### src/hw/adc_reg_pkg.sv
// constants and types for the serial register access block
package adc_reg_pkg;
  // ----------------------------------------
  // frame format
  // ----------------------------------------
  localparam int frame_bits = 16;
  localparam int write_flag_pos = 15;
  localparam int select_hi = 14;
  localparam int select_lo = 12;
  localparam int data_bits = 12;
  // ----------------------------------------
  // register selects
  // ----------------------------------------
  localparam logic [2:0] sel_setup_primary = 3'h1;
  localparam logic [2:0] sel_output_lane = 3'h2;
  localparam logic [2:0] sel_flag_status = 3'h3;
  localparam logic [2:0] sel_lower_limit = 3'h4;
  localparam logic [2:0] sel_upper_limit = 3'h5;
  // ----------------------------------------
  // reset values
  // ----------------------------------------
  localparam logic [15:0] rst_setup_primary = 16'h0000;
  localparam logic [15:0] rst_output_lane = 16'h0000;
  localparam logic [15:0] rst_flag_status = 16'h0000;
  localparam logic [15:0] rst_lower_limit = 16'h0800;
  localparam logic [15:0] rst_upper_limit = 16'h07ff;
  // ----------------------------------------
  // writable bit masks within the low 12 bits, and the implemented flag bits
  // ----------------------------------------
  localparam logic [11:0] mask_setup_primary = 12'h3ff;
  localparam logic [11:0] mask_output_lane = 12'h1ff;
  localparam logic [11:0] mask_limit = 12'hfff;
  localparam logic [15:0] mask_flag_status = 16'h0333;
endpackage

### src/hw/frame_link_if.sv
// carrier between serial shifter and register bank
`timescale 1ns/1ps
interface frame_link_if;
  logic frame_done;
  logic [15:0] command;
  logic frame_start;
  logic [15:0] load_word;
  modport shifter (output frame_done, output command, output frame_start,
    input load_word);
  modport bank (input frame_done, input command, input frame_start,
    output load_word);
endinterface

### src/hw/adc_config_register_access.sv
// register bank and command decode behind the serial link
//
// Summary of operation
// - each register is either read-write or read-only
// - writes to the read-only flag register are discarded
// - writes to unimplemented selects change nothing
// - reads of unimplemented selects leave next frame carrying conversions
// - a command frame is 16 serial clocks, msb first
// - top bit is write flag, next three select; low 12 bits load
// - a valid read returns register contents on the next access
// - read with select 0, 6 or 7 returns conversion results next
`timescale 1ns/1ps
module adc_config_register_access (
  // clock and reset
  input wire logic core_clk,
  input wire logic rstn,
  // serial link pins
  input wire logic sclk,
  input wire logic cs_n,
  input wire logic sdi,
  output logic primary_serial_output,
  // conversion result to send when no readback is pending
  input wire logic [15:0] conversion_word,
  // alert flags raised by the comparator logic
  input wire logic [15:0] flag_status_in,
  // register contents to the rest of the device
  output logic [15:0] device_setup_primary,
  output logic [15:0] output_lane_and_soft_reset,
  output logic [15:0] lower_limit_value,
  output logic [15:0] upper_limit_value,
  output logic readback_pending
);
  // ----------------------------------------
  // state
  // ----------------------------------------
  typedef struct packed {
    logic [1:0] sclk_sync;
    logic [1:0] cs_sync;
    logic [1:0] sdi_sync;
    logic [11:0] setup_primary;
    logic [11:0] output_lane;
    logic [11:0] flag_status;
    logic [11:0] lower_limit;
    logic [11:0] upper_limit;
    logic pending;
    logic [2:0] pending_sel;
    logic [15:0] answer;
  } bank_t;
  bank_t st, next_st;

  frame_link_if link ();

  // ----------------------------------------
  // register view with select in the top bits
  // ----------------------------------------
  function automatic logic [15:0] view(input bank_t s, input logic [2:0] sel);
    logic [11:0] body;
    body = 12'h000;
    case (sel)
      adc_reg_pkg::sel_setup_primary: body = s.setup_primary;
      adc_reg_pkg::sel_output_lane: body = s.output_lane;
      adc_reg_pkg::sel_flag_status: body = s.flag_status;
      adc_reg_pkg::sel_lower_limit: body = s.lower_limit;
      adc_reg_pkg::sel_upper_limit: body = s.upper_limit;
      default: body = 12'h000;
    endcase
    view = {1'b0, sel, body};
  endfunction

  // ----------------------------------------
  // access type of each select
  // ----------------------------------------
  typedef enum logic [1:0] {
    acc_none,
    acc_read_write,
    acc_read_only
  } access_t;

  function automatic access_t access_of(input logic [2:0] sel);
    case (sel)
      adc_reg_pkg::sel_setup_primary: access_of = acc_read_write;
      adc_reg_pkg::sel_output_lane: access_of = acc_read_write;
      adc_reg_pkg::sel_flag_status: access_of = acc_read_only;
      adc_reg_pkg::sel_lower_limit: access_of = acc_read_write;
      adc_reg_pkg::sel_upper_limit: access_of = acc_read_write;
      default: access_of = acc_none;
    endcase
  endfunction

  // only read-write selects take a write
  function automatic logic writable(input logic [2:0] sel);
    writable = (access_of(sel) == acc_read_write);
  endfunction

  // a select with no register reads back conversion results instead
  function automatic logic readable(input logic [2:0] sel);
    readable = (access_of(sel) == acc_read_write) ||
      (access_of(sel) == acc_read_only);
  endfunction

  // ----------------------------------------
  // writable bits of each register
  // ----------------------------------------
  function automatic logic [11:0] write_mask(input logic [2:0] sel);
    case (sel)
      adc_reg_pkg::sel_setup_primary:
        write_mask = adc_reg_pkg::mask_setup_primary;
      adc_reg_pkg::sel_output_lane:
        write_mask = adc_reg_pkg::mask_output_lane;
      adc_reg_pkg::sel_lower_limit: write_mask = adc_reg_pkg::mask_limit;
      adc_reg_pkg::sel_upper_limit: write_mask = adc_reg_pkg::mask_limit;
      default: write_mask = 12'h000;
    endcase
  endfunction

  // ----------------------------------------
  // command decode
  // ----------------------------------------
  logic wr;
  logic [2:0] register_select;
  logic [11:0] data;
  assign wr = link.command[adc_reg_pkg::write_flag_pos];
  assign register_select =
    link.command[adc_reg_pkg::select_hi:adc_reg_pkg::select_lo];
  assign data = link.command[adc_reg_pkg::data_bits-1:0];
  logic take_write;
  logic take_read;
  logic [11:0] write_body;
  assign take_write = link.frame_done && wr && writable(register_select);
  assign take_read = link.frame_done && !wr && readable(register_select);
  assign write_body = data & write_mask(register_select);

  // ----------------------------------------
  // register update
  // ----------------------------------------
  always_comb begin
    next_st = st;
    // link pins pass two flops before the shifter reads them
    next_st.sclk_sync = {st.sclk_sync[0], sclk};
    next_st.cs_sync = {st.cs_sync[0], cs_n};
    next_st.sdi_sync = {st.sdi_sync[0], sdi};
    // flags follow the comparator; reserved positions forced low
    next_st.flag_status = flag_status_in[11:0] &
      adc_reg_pkg::mask_flag_status[11:0];
    // a frame start consumes any pending readback
    if (link.frame_start) begin
      next_st.pending = 1'b0;
    end
    // any finished command decides what the next frame carries
    if (link.frame_done) begin
      next_st.pending = 1'b0;
    end
    if (take_write) begin
      case (register_select)
        adc_reg_pkg::sel_setup_primary:
          next_st.setup_primary = write_body;
        adc_reg_pkg::sel_output_lane:
          next_st.output_lane = write_body;
        adc_reg_pkg::sel_lower_limit:
          next_st.lower_limit = write_body;
        adc_reg_pkg::sel_upper_limit:
          next_st.upper_limit = write_body;
        // the read-only flag register never reaches here
        default: next_st.setup_primary = st.setup_primary;
      endcase
    end
    if (take_read) begin
      next_st.pending = 1'b1;
      next_st.pending_sel = register_select;
    end
    // word offered to the shifter at next frame open
    if (next_st.pending) begin
      next_st.answer = view(next_st, next_st.pending_sel);
    end else begin
      next_st.answer = conversion_word;
    end
  end

  // ----------------------------------------
  // state registers
  // ----------------------------------------
  always_ff @(posedge core_clk) begin
    if (!rstn) begin
      st <= '0;
      st.cs_sync <= 2'b11;
      st.setup_primary <= adc_reg_pkg::rst_setup_primary[11:0];
      st.output_lane <= adc_reg_pkg::rst_output_lane[11:0];
      st.flag_status <= adc_reg_pkg::rst_flag_status[11:0];
      st.lower_limit <= adc_reg_pkg::rst_lower_limit[11:0];
      st.upper_limit <= adc_reg_pkg::rst_upper_limit[11:0];
      st.answer <= 16'h0000;
    end else begin
      st <= next_st;
    end
  end

  assign link.load_word = st.answer;

  // ----------------------------------------
  // serial shifter
  // ----------------------------------------
  serial_shifter u_shifter (
    .core_clk(core_clk),
    .rstn(rstn),
    .sclk_s(st.sclk_sync[1]),
    .cs_n_s(st.cs_sync[1]),
    .sdi_s(st.sdi_sync[1]),
    .link(link),
    .primary_serial_output(primary_serial_output)
  );

  // ----------------------------------------
  // outputs
  // ----------------------------------------
  assign device_setup_primary = view(st, adc_reg_pkg::sel_setup_primary);
  assign output_lane_and_soft_reset = view(st, adc_reg_pkg::sel_output_lane);
  assign lower_limit_value = view(st, adc_reg_pkg::sel_lower_limit);
  assign upper_limit_value = view(st, adc_reg_pkg::sel_upper_limit);
  assign readback_pending = st.pending;
endmodule

### src/hw/serial_shifter.sv
// serial shifter: samples link pins, shifts command in, word out
`timescale 1ns/1ps
module serial_shifter (
  // clock and reset
  input wire logic core_clk,
  input wire logic rstn,
  // link pins, already synchronised
  input wire logic sclk_s,
  input wire logic cs_n_s,
  input wire logic sdi_s,
  // to the bank
  frame_link_if.shifter link,
  // serial data out
  output logic primary_serial_output
);
  typedef struct packed {
    logic sclk_d;
    logic cs_n_d;
    logic [4:0] count;
    logic [15:0] rx;
    logic [15:0] tx;
    logic done;
    logic start;
    logic sdo;
    logic [15:0] cmd;
  } sh_t;
  sh_t st, next_st;

  always_comb begin
    next_st = st;
    next_st.sclk_d = sclk_s;
    next_st.cs_n_d = cs_n_s;
    next_st.done = 1'b0;
    next_st.start = 1'b0;
    if (st.cs_n_d && !cs_n_s) begin
      // frame opens: load answer word, first bit out
      next_st.count = 5'h00;
      next_st.start = 1'b1;
      next_st.tx = link.load_word;
      next_st.sdo = link.load_word[15];
    end else if (!cs_n_s) begin
      if (!st.sclk_d && sclk_s && st.count < 5'(adc_reg_pkg::frame_bits))
      begin
        // rising edge: take next bit, msb first
        next_st.rx = {st.rx[14:0], sdi_s};
        next_st.count = st.count + 5'h01;
        if (st.count == 5'(adc_reg_pkg::frame_bits - 1)) begin
          next_st.done = 1'b1;
          next_st.cmd = {st.rx[14:0], sdi_s};
        end
      end
      if (st.sclk_d && !sclk_s) begin
        next_st.tx = {st.tx[14:0], 1'b0};
        next_st.sdo = st.tx[14];
      end
    end
    if (cs_n_s) begin
      next_st.sdo = 1'b0;
    end
  end

  always_ff @(posedge core_clk) begin
    if (!rstn) begin
      st <= '0;
      st.sclk_d <= 1'b0;
      st.cs_n_d <= 1'b1;
    end else begin
      st <= next_st;
    end
  end

  assign link.frame_done = st.done;
  assign link.frame_start = st.start;
  assign link.command = st.cmd;
  assign primary_serial_output = st.sdo;
endmodule

### config.mk
export PLATFORM = sky130hd
export DESIGN_NAME = adc_config_register_access
export DESIGN_NICKNAME = d
export VERILOG_FILES = /design/src/hw/adc_reg_pkg.sv /design/src/hw/frame_link_if.sv /design/src/hw/adc_config_register_access.sv /design/src/hw/serial_shifter.sv
export SDC_FILE = /design/constraint.sdc
export NUM_CORES = 1
export LEC_CHECK = 0
export ABC_AREA = 1
export ABC_CLOCK_PERIOD_IN_PS = 6330
export BUFFER_PORTS_ARGS = -buffer_cell sky130_fd_sc_hd__buf_4
export CORE_MARGIN = 4
export CORE_UTILIZATION = 50
export CTS_CLUSTER_DIAMETER = 30
export CTS_CLUSTER_SIZE = 20
export DETAILED_ROUTE_END_ITERATION = 10
export PLACE_DENSITY = 0.72
export SYNTH_ARGS = -nofsm -noshare
export SYNTH_HDL_FRONTEND = slang
export SYNTH_HIERARCHICAL = 1
export SYNTH_SLANG_ARGS = --single-unit
export TNS_END_PERCENT = 20
### constraint.sdc
create_clock -name core_clk -period 6.33 [get_ports core_clk]
set_input_delay 0.633 -clock core_clk [delete_from_list [all_inputs] [get_ports core_clk]]
set_output_delay 0.633 -clock core_clk [all_outputs]
set_load 0.02 [all_outputs]
# Word-level counts from Yosys, hierarchy flattened
# Index checks and enable logic that the tools add are counted.
# op_classes
magnitude_cmp,1
add_sub_neg,1
bitwise,5
reduce_logical,24
mux,24
n_eq_ne,14
# op_table
operator,count
case mux 12 bit (5 select lines),1
2-to-1 mux 12 bit,4
2-to-1 mux 16 bit,3
2-to-1 mux 24 bit,2
2-to-1 mux 15 bit,3
case mux 12 bit (3 select lines),1
2-to-1 mux 17 bit,1
bitwise AND 12 bit,1
"equality test 3 x 2 -> 1 bit, second input constant",4
"equality test 3 bit, second input constant",4
logical AND 1 bit,8
OR reduction 2 bit,4
OR reduction 4 bit,2
2-to-1 mux 1 bit,7
"equality test 3 x 1 -> 1 bit, second input constant",2
"adder 5 x 1 -> 5 bit, second input constant",1
"equality test 5 x 4 -> 1 bit, second input constant",1
"less-than comparator 5 bit, second input constant",1
logical NOT 1 bit,4
2-to-1 mux 4 bit,1
inverter 1 bit,4
case mux 2 bit (2 select lines),1
AND reduction 2 bit,2
AND reduction 4 bit,1
6 further kinds,6
# totals
reg_bits,130

# Longest topological paths before layout
# Gate-level depths: netlist (run 1).
# logic_depth
depth_word,10
mapped_depth,18
ltp_nobuf,16

# Cells and area by module
# The synthesis (run 1) kept the hierarchy.
# modules_own_cells
mod,cells_per_inst,n_inst,seq_area_each_um2,area_per_inst_um2
adc_config_register_access,541,1,1481.4,3828.7
serial_shifter,346,1,1121.1,2538.7

# Worst setup path after synthesis (run 1)
# OpenSTA, ideal clock, no wires.
# synth_path
kind,flip-flop to flip-flop
startpoint,register u_shifter.st (netlist bit u_shifter/link.command[13])
endpoint,register st (netlist bit link.load_word[0])
stages_incl_launch_ff,16
path_slack_ns,4.271
n_path_buf,2
arrival_time_ns,1.942
required_time_ns,6.213
path_cell_list,dfxtp_1 -> buf_4 -> inv_1 -> nand2_1 -> nand3_1 -> ha_1 -> inv_2 -> nand3_4 -> nand2_2 -> nand2_2 -> buf_6 -> nor2_4 -> nand2_1 -> nand3_2 -> o21bai_1 -> nand2_1
# synth_between
elab_chain_cells,10
elab_cells_between_ends,29
classes_between,eq/ne: 12; mux: 11; bitwise: 1; reduce/logical: 5
# synth_lines
item,line_no,source
"start, declared",serial_shifter.sv:27,"sh_t st, next_st;"
"start signal, assigned",serial_shifter.sv:68,st <= next_st;
equality test 3 bit (tied with other cells),"adc_config_register_access.sv:80, adc_config_register_access.sv:105, adc_config_register_access.sv:154",
OR reduction 4 bit (no line),-,
case mux 2 bit (2 select lines),adc_config_register_access.sv:80,case (sel)
equality test 2 x 1 -> 1 bit / equality test 2 bit (equally long branches),"adc_config_register_access.sv:92, adc_config_register_access.sv:97, adc_config_register_access.sv:98",
logical OR 1 bit,adc_config_register_access.sv:97,readable = (access_of(sel) == acc_read_write) ||
logical AND 1 bit,adc_config_register_access.sv:130,assign take_read = link.frame_done && !wr && readable(register_select);
2-to-1 mux 4 bit,adc_config_register_access.sv:167,if (take_read) begin
equality test 3 bit (tied with other cells),adc_config_register_access.sv:59,case (sel)
case mux 12 bit (5 select lines),adc_config_register_access.sv:59,
2-to-1 mux 15 bit *,adc_config_register_access.sv:172,if (next_st.pending) begin
"end signal, assigned",adc_config_register_access.sv:193,st <= next_st;
"end, declared",adc_config_register_access.sv:49,"bank_t st, next_st;"
# Every way passes the cells marked *; elsewhere a longest branch is shown, timed or not.
# A chain may end at the register's enable or synchronous reset.

# Final worst setup path (run 1)
# layout_path
startpoint,register u_shifter.st (netlist bit u_shifter/link.command[12])
endpoint,register st (netlist bit link.load_word[6])
# The elaborated chain is that of the path after synthesis.

==> results of run 1 <==
[cell usage after synthesis (all sizes together)]
cell type,number,area [um2]
clkinv,2,12.5
inv,61,231
o31ai,1,12.5
conb,2,7.51
o21bai,6,45.0
a21oi,34,170
nand3,61,350
clkbuf,8,30.0
nor3b,1,7.51
nand4,20,125
nor2,130,569
nand2,272,1080
nand3b,1,7.51
xor2,1,8.76
nor3,3,15.0
dfxtp,130,2600
or2,2,12.5
ha,3,37.5
buf,104,802
o21ai,45,244
[routing by layer]
layer | routed length, um | share of wire, % | up-vias | track usage (%)
li1 | - | - | 2706 | -
met1 | 6390 | 45 | 2297 | 26.4
met2 | 6540 | 46 | 151 | 30.0
met3 | 881 | 6.2 | 20 | 5.13
met4 | 321 | 2.3 | 0 | 8.14
met5 | 0 | 0 | - | 0
[stage by stage]
| step | area [um2] | worst slack, ns | hold WS (ns) | instances | util [%] |
|---|---|---|---|---|---|
| 5_1_grt | 7030 | 3.46 | 0.408 | 1067 | 57.3 |
| 3_5_place_dp | 6380 | 3.59 | 0.396 | 1035 | 52.1 |
| 2_1_floorplan | 6420 | 4.27 | 0.390 | 901 | - |
| 3_3_place_gp | 6380 | 3.58 | 0.397 | 1035 | 52.1 |
| 4_1_cts | 7030 | 3.73 | 0.384 | 1067 | 57.3 |
| 6_report | 7030 | 3.70 | 0.400 | 1067 | 57.3 |
[state kept, by name (all words and copies together), names as in the netlist]
| name | count |
|---|---|
| u_shifter/link.command | 16 |
| output_lane_and_soft_reset | 12 |
| link.load_word | 16 |
| u_shifter/link.frame_start | 1 |
| st | 6 |
| next_st | 3 |
| device_setup_primary | 12 |
| readback_pending | 1 |
| u_shifter/primary_serial_output | 1 |
| u_shifter/link.frame_done | 1 |
| lower_limit_value | 12 |
| u_shifter/st | 37 |
| upper_limit_value | 12 |
[path summary, 6_finish.rpt]
path / start / to / slack (ns) / cells after the start
worst max-delay path: u_shifter/link.command[12]$_SDFFE_PN0P_ / link.load_word[6]$_SDFF_PN0_ / 3.70 / 14
worst min-delay path: sclk / next_st[85]$_SDFF_PN0_ / 0.40 / 3
worst min register to register: next_st[81]$_SDFF_PN0_ / st[81]$_SDFF_PN0_ / 0.41 / 2
worst max register to register: u_shifter/link.command[12]$_SDFFE_PN0P_ / link.load_word[6]$_SDFF_PN0_ / 3.70 / 14
[logic make-up (layout without fill, tap and decap cells)]
family          after synthesis  after routing
other cells                   2             16
buf+inv                     175            173
xor+xnor                      1              1
fa+ha+maj                     3              3
compound gates               86             86
simple gates                490            490
flops                       130            130
[final cells by class]
class	count	area [um2]
well taps	168	210
multi-input cells	596	2740
inverters	63	244
repair buffers	78	586
clock buffers	21	460
clock inverters	11	183
fillers	1174	5240
flip-flops and latches	130	2600
[critical path: cells and delay by family (launching register included)]
kind / cells / cell delay, ns
simple gates: 11 / 1.46
flops: 1 / 0.48
fa+ha+maj: 1 / 0.31
buf+inv: 2 / 0.27
[power by group through the flow]
stage          combinational [mW]  clock (mW)  sequential, mW
6_report                   0.0615        1.06           0.837
5_1_grt                    0.0685        1.11           0.838
4_1_cts                    0.0616        1.07           0.837
3_5_place_dp               0.0613           0           0.854
3_3_place_gp               0.0611           0           0.854
2_1_floorplan              0.0505           0           0.853
==> summary.md, run 1 <==
| Metric | Value |
|---|---|
| Status | finished, final reports clean |
| First-pass GRT wire length | 22.8 mm |
| Worst skew pair latency | 0.41 ns |
| FF+latch count, synth | 130 |
| Fmax achieved | 381 MHz |
| CTS tree | done |
| # rows | 40 |
| Layout area overhead | 10.4% |
| Routability cong. | 0.917 |
| Initial antenna violation count | 0 |
| DR WL/cell | 13.2 um |
| Xor and xnor area share after synthesis | 0.138% |
| CTS max path bufs | 2 |
| I/O Buffers | 76 |
| Share of cells above drive strength 1 | 18.1% |
| Main combinational cell family by area after synthesis | simple AND/OR/NAND/NOR gates |
| Die area | 14600 um2 |
| Switching share of power | 19.9% |
| Critical path class | flip-flop to flip-flop |
| Clock Skew | 0.00642 ns |
| Share of total power in sequential cells | 42.8% |
| Mux contribution to synthesized area | 0% |
| Die width | 121 um |
| Clock Sinks | 130 |
| CP Launch Type | flip-flop |
| Root buffer cell | clkbuf_16 |
| N_diodes | 0 |
| Combinational power share | 3.1% |
| Detailed router's first-iteration violation count | 527 |
| Power density cells | 278 nW/um2 |
| Critical path endpoint category | flip-flop |
| CP Cell Sequence | nor2_1 -> nand2_1 -> nand3_1 -> ha_1 -> inv_2 -> nand4_1 -> nand2_2 -> inv_2 -> nand2_1 -> nor2_1 -> nor2_1 -> nand2_1 -> nand2_1 -> nand2_1 |
| Vias in the first global route | 4577 |
| Syn Inst Count | 887 |
| Initial Util | 51.9% |
| Max IR drop VDD | 0.000193 V |
| CORE AREA | 12300 um2 |
| Nets | 926 |
| Number of remaining DRC errors | 0 |
| CP Data Arrival Time | 2.93 ns |
| P_int | 1.57 mW |
| Total CTS buffers | 17 |
| CTS H-tree depth | 4 |
| Register area share after synthesis | 40.9% |
| Max Slew Vio Count | 0 |
| Simple-Gate Fraction of Synth Area | 34.0% |
| CTS clk-pin slew, worst paths | 0.05 ns |
| RSZ-0062 raised after global routing | false |
| Clk pwr share | 54.0% |
| Hold Path Class | input pin to flip-flop |
| Largest net degree at the start of global routing | 59 |
| Total power | 1.95 mW |
| Compound-Gate Fraction of Synth Area | 7.41% |
| YS warnings | 6 |
| Length of the first detailed-routing pass in iterations | 5 |
| Period utilization | 41.5% |
| Setup TNS | 0 ns |
| Chip Height | 121 um |
| Measured slew at the worst slew-check pin | 1.01 ns |
| Final HPWL from detailed placement | 9.98 mm |
| # resized after CTS | 0 |
| Post-CTS setup buffers | 0 |
| CP max-delay cell | dfxtp_1 |
| Required @ worst endpoint | 6.63 ns |
| Crit Path Max Fanout | 16 |
| Hold_buf cts | 0 |
| Vias per Instance | 4.85 |
| Synthesized area | 6370 um2 |
| Gr usage total | 19.7% |
| Synth unique cells | 36 |
| Max incr delay on CP | 0.48 ns |
| Final hold viol count | 0 |
| Commonest non-fill, non-tap cell in the layout | nand2_1 |
| Total grt overflow | 0 |
| CP most frequent cell | nand2_1 |
| Top Ports | 103 |
| Most frequent cells in the layout | nand2_1, dfxtp_1, nor2_1 |
| # setup viols final | 0 |
| Max-Cap Viols | 0 |
| Antenna-violating nets left | 0 |
| Via count | 5174 |
| Slew headroom | 32.5% |
| Total Wirelength | 14.1 mm |
| Synth Area in Adders | 0.590% |
| Crit path time final | 2.63 ns |
| Leak | 3.27 nW |
| NetSw | 0.388 mW |
| Syn_area_per_cell | 7.18 um2 |
(Power assumes the default switching activity.)
==> run 2: changes to the inputs <==
--- a/config.mk
+++ b/config.mk
@@ -6,14 +6,14 @@
 export NUM_CORES = 1
 export LEC_CHECK = 0
 export ABC_AREA = 1
-export ABC_CLOCK_PERIOD_IN_PS = 6330
+export ABC_CLOCK_PERIOD_IN_PS = 2100
 export BUFFER_PORTS_ARGS = -buffer_cell sky130_fd_sc_hd__buf_4
 export CORE_MARGIN = 4
 export CORE_UTILIZATION = 50
 export CTS_CLUSTER_DIAMETER = 30
 export CTS_CLUSTER_SIZE = 20
 export DETAILED_ROUTE_END_ITERATION = 10
-export PLACE_DENSITY = 0.72
+export PLACE_DENSITY = 0.75
 export SYNTH_ARGS = -nofsm -noshare
 export SYNTH_HDL_FRONTEND = slang
 export SYNTH_HIERARCHICAL = 1
==> constraint.sdc (replaced) <==
create_clock -name core_clk -period 2.1 [get_ports core_clk]
set_input_delay 0.21 -clock core_clk [delete_from_list [all_inputs] [get_ports core_clk]]
set_output_delay 0.21 -clock core_clk [all_outputs]
set_load 0.02 [all_outputs]
==> run 2 against run 1 <==
Compared with the run above:
- count of clock-buffer cells in the layout is 1 higher
- critical endpoint unchanged
- highest routed layer unchanged
- clock power grew to 2.9 times the previous value
- critical path type unchanged
- first-iteration DRC count is 6.3% higher
==> summary.md, run 2 (synthesis results as in run 1) <==
| Metric | Value |
|---|---|
| Crit Path Max Fanout | 9 |
| Final hold viol count | 0 |
| # rows | 40 |
| Clk pwr share | 52.5% |
| Required @ worst endpoint | 2.42 ns |
| Share of cells above drive strength 1 | 25.3% |
| Clock Sinks | 130 |
| Power density cells | 743 nW/um2 |
| Cell Area, Placed | 6690 um2 |
| Fmax achieved | 477 MHz |
| Length of the first detailed-routing pass in iterations | 5 |
| Status | finished, final reports clean |
| Register area | 2610 um2 |
| CP Data Arrival Time | 2.42 ns |
| P_int | 4.57 mW |
| Via count | 5686 |
| Max-Cap Viols | 0 |
| Total power | 5.77 mW |
| Routability cong. | 0.934 |
| Clock Skew | 0.00775 ns |
| Initial Util | 51.9% |
| Number of remaining DRC errors | 0 |
| CP Launch Type | flip-flop |
| Most frequent cells in the layout | nand2_1, dfxtp_1, buf_4 |
| Top Ports | 103 |
| Chip Height | 121 um |
| Fill count | 1041 |
| CTS max path bufs | 2 |
| Combinational power share | 3.8% |
| Detailed router's first-iteration violation count | 560 |
| Largest Register | u_shifter/st |
| Layout area overhead | 22.0% |
| Max IR drop VDD | 0.000529 V |
| Met2 GRT Util | 34.9% |
| Total grt overflow | 0 |
| Setup TNS | 0 ns |
| Critical path endpoint category | flip-flop |
| Gr busiest metal | met2 |
| Antenna-violating nets left | 0 |
| Switching share of power | 20.9% |
| WHS | 0.0618 ns |
| Total Wirelength | 15.9 mm |
| Max reg flops | 37 |
| Nets | 991 |
| Period utilization | 99.9% |
| Leak | 3.63 nW |
| Critical path class | flip-flop to flip-flop |
| CORE AREA | 12300 um2 |
| I/O Buffers | 76 |
| Met3 Use GR | 5.59% |
| Hold Path Class | input pin to flip-flop |
| Vias in the first global route | 5107 |
| Largest net degree at the start of global routing | 43 |
| CTS clk-pin slew, worst paths | 0.06 ns |
| Commonest non-fill, non-tap cell in the layout | nand2_1 |
| N_diodes | 0 |
| Grt met1 use | 26.3% |
| Vias per Instance | 5.02 |
| Max Slew Vio Count | 0 |
| Multi-input combinational cell area | 2920 um2 |
| Gr usage total | 21.4% |
| First-pass GRT wire length | 24.6 mm |
| NetSw | 1.20 mW |
| RSZ-0062 raised after global routing | true |
| Final HPWL from detailed placement | 10.6 mm |
| Cell area after layout | 7770 um2 |
| # setup viols final | 0 |
| Initial antenna violation count | 0 |
| Fin util | 63.3% |
| CTS H-tree depth | 4 |
| Crit path time final | 2.10 ns |
| Root buffer cell | clkbuf_16 |
| CTS tree | done |
| Die width | 121 um |
| Total CTS buffers | 17 |
| Die area | 14600 um2 |
| Worst skew pair latency | 0.43 ns |
| Share of total power in sequential cells | 43.7% |
| DR WL/cell | 14.0 um |
[run 2: changes by cell type in the layout (fill, tap and decap cells not counted), moves of 3 or more]
cell,before,now
buf_4,78,120
buf_6,0,3
dfxtp_1,130,127
dlygate4sd3_1,0,18
inv_1,50,47
inv_4,1,4
nand2_1,256,246
nand2_4,3,10
nand3_1,55,48
nand3_2,4,10
nor2_1,117,112
nor2_2,5,8
[run 2: final timing paths]
path | from | end | slack, ns | cells after the start
worst max-delay path | u_shifter/link.command[13]$_SDFFE_PN0P_ | link.load_word[6]$_SDFF_PN0_ | 0.002 | 14
worst min-delay path | conversion_word[15] | link.load_word[15]$_SDFF_PP0_ | 0.06 | 2
worst max register to register | u_shifter/link.command[13]$_SDFFE_PN0P_ | link.load_word[6]$_SDFF_PN0_ | 0.002 | 14
worst min register to register | next_st[81]$_SDFF_PN0_ | st[81]$_SDFF_PN0_ | 0.41 | 2
[run 2: per-layer routing]
metal  routed length [um]  share of wire (%)
met5                    0                  0
met4                  490                3.1
met1                 6680                 42
met3                 1040                6.6
met2                 7650                 48
[run 2: area by class of cell]
type,instances,area share (%)
Multi-Input combinational cell,596,37.6
Sequential cell,130,33.6
Timing Repair Buffer,143,14.9
Clock buffer,22,6.23
Inverter,63,3.30
Tap cell,168,2.71
Clock inverter,10,1.68
[run 2: worst max-delay path, stage by stage (launching register included)]
cell and delay [ns]:
dfxtp_2 0.35, inv_2 0.05, nand2_1 0.11, nand3_2 0.11
ha_4 0.26, inv_4 0.08, nand4_1 0.21, nand2_8 0.16
inv_4 0.08, nand2_4 0.11, nor2_1 0.05, nor2_1 0.13
nand2_1 0.12, nand2_1 0.11, nand2_1 0.06
[run 2: power by group through the flow]
| stage | Sequential (mW) | Combinational (mW) | Clock (mW) |
|---|---|---|---|
| 2_1_floorplan | 2.57 | 0.152 | 0 |
| 3_3_place_gp | 2.57 | 0.185 | 0 |
| 3_5_place_dp | 2.57 | 0.186 | 0 |
| 4_1_cts | 2.52 | 0.215 | 3.06 |
| 5_1_grt | 2.52 | 0.240 | 3.18 |
| 6_report | 2.52 | 0.218 | 3.03 |
[run 2: repair_timing]
action | in CTS | in global routing
pin swaps | 8 | 37
buffers inserted | 7 | 2
hold buffers | 18 | 0
setup endpoints to repair | 15 | 15
gates resized for setup | 15 | 43
endpoints found under the hold margin | 18 | 0
[run 2: metrics by stage]
stage | std cells | setup slack, ns
after floorplan | 901 | 0.0410
after global placement | 1073 | -0.111
after detailed placement | 1073 | -0.139
after CTS | 1130 | -0.00535
after global routing | 1132 | -0.0942
final | 1132 | 0.00230
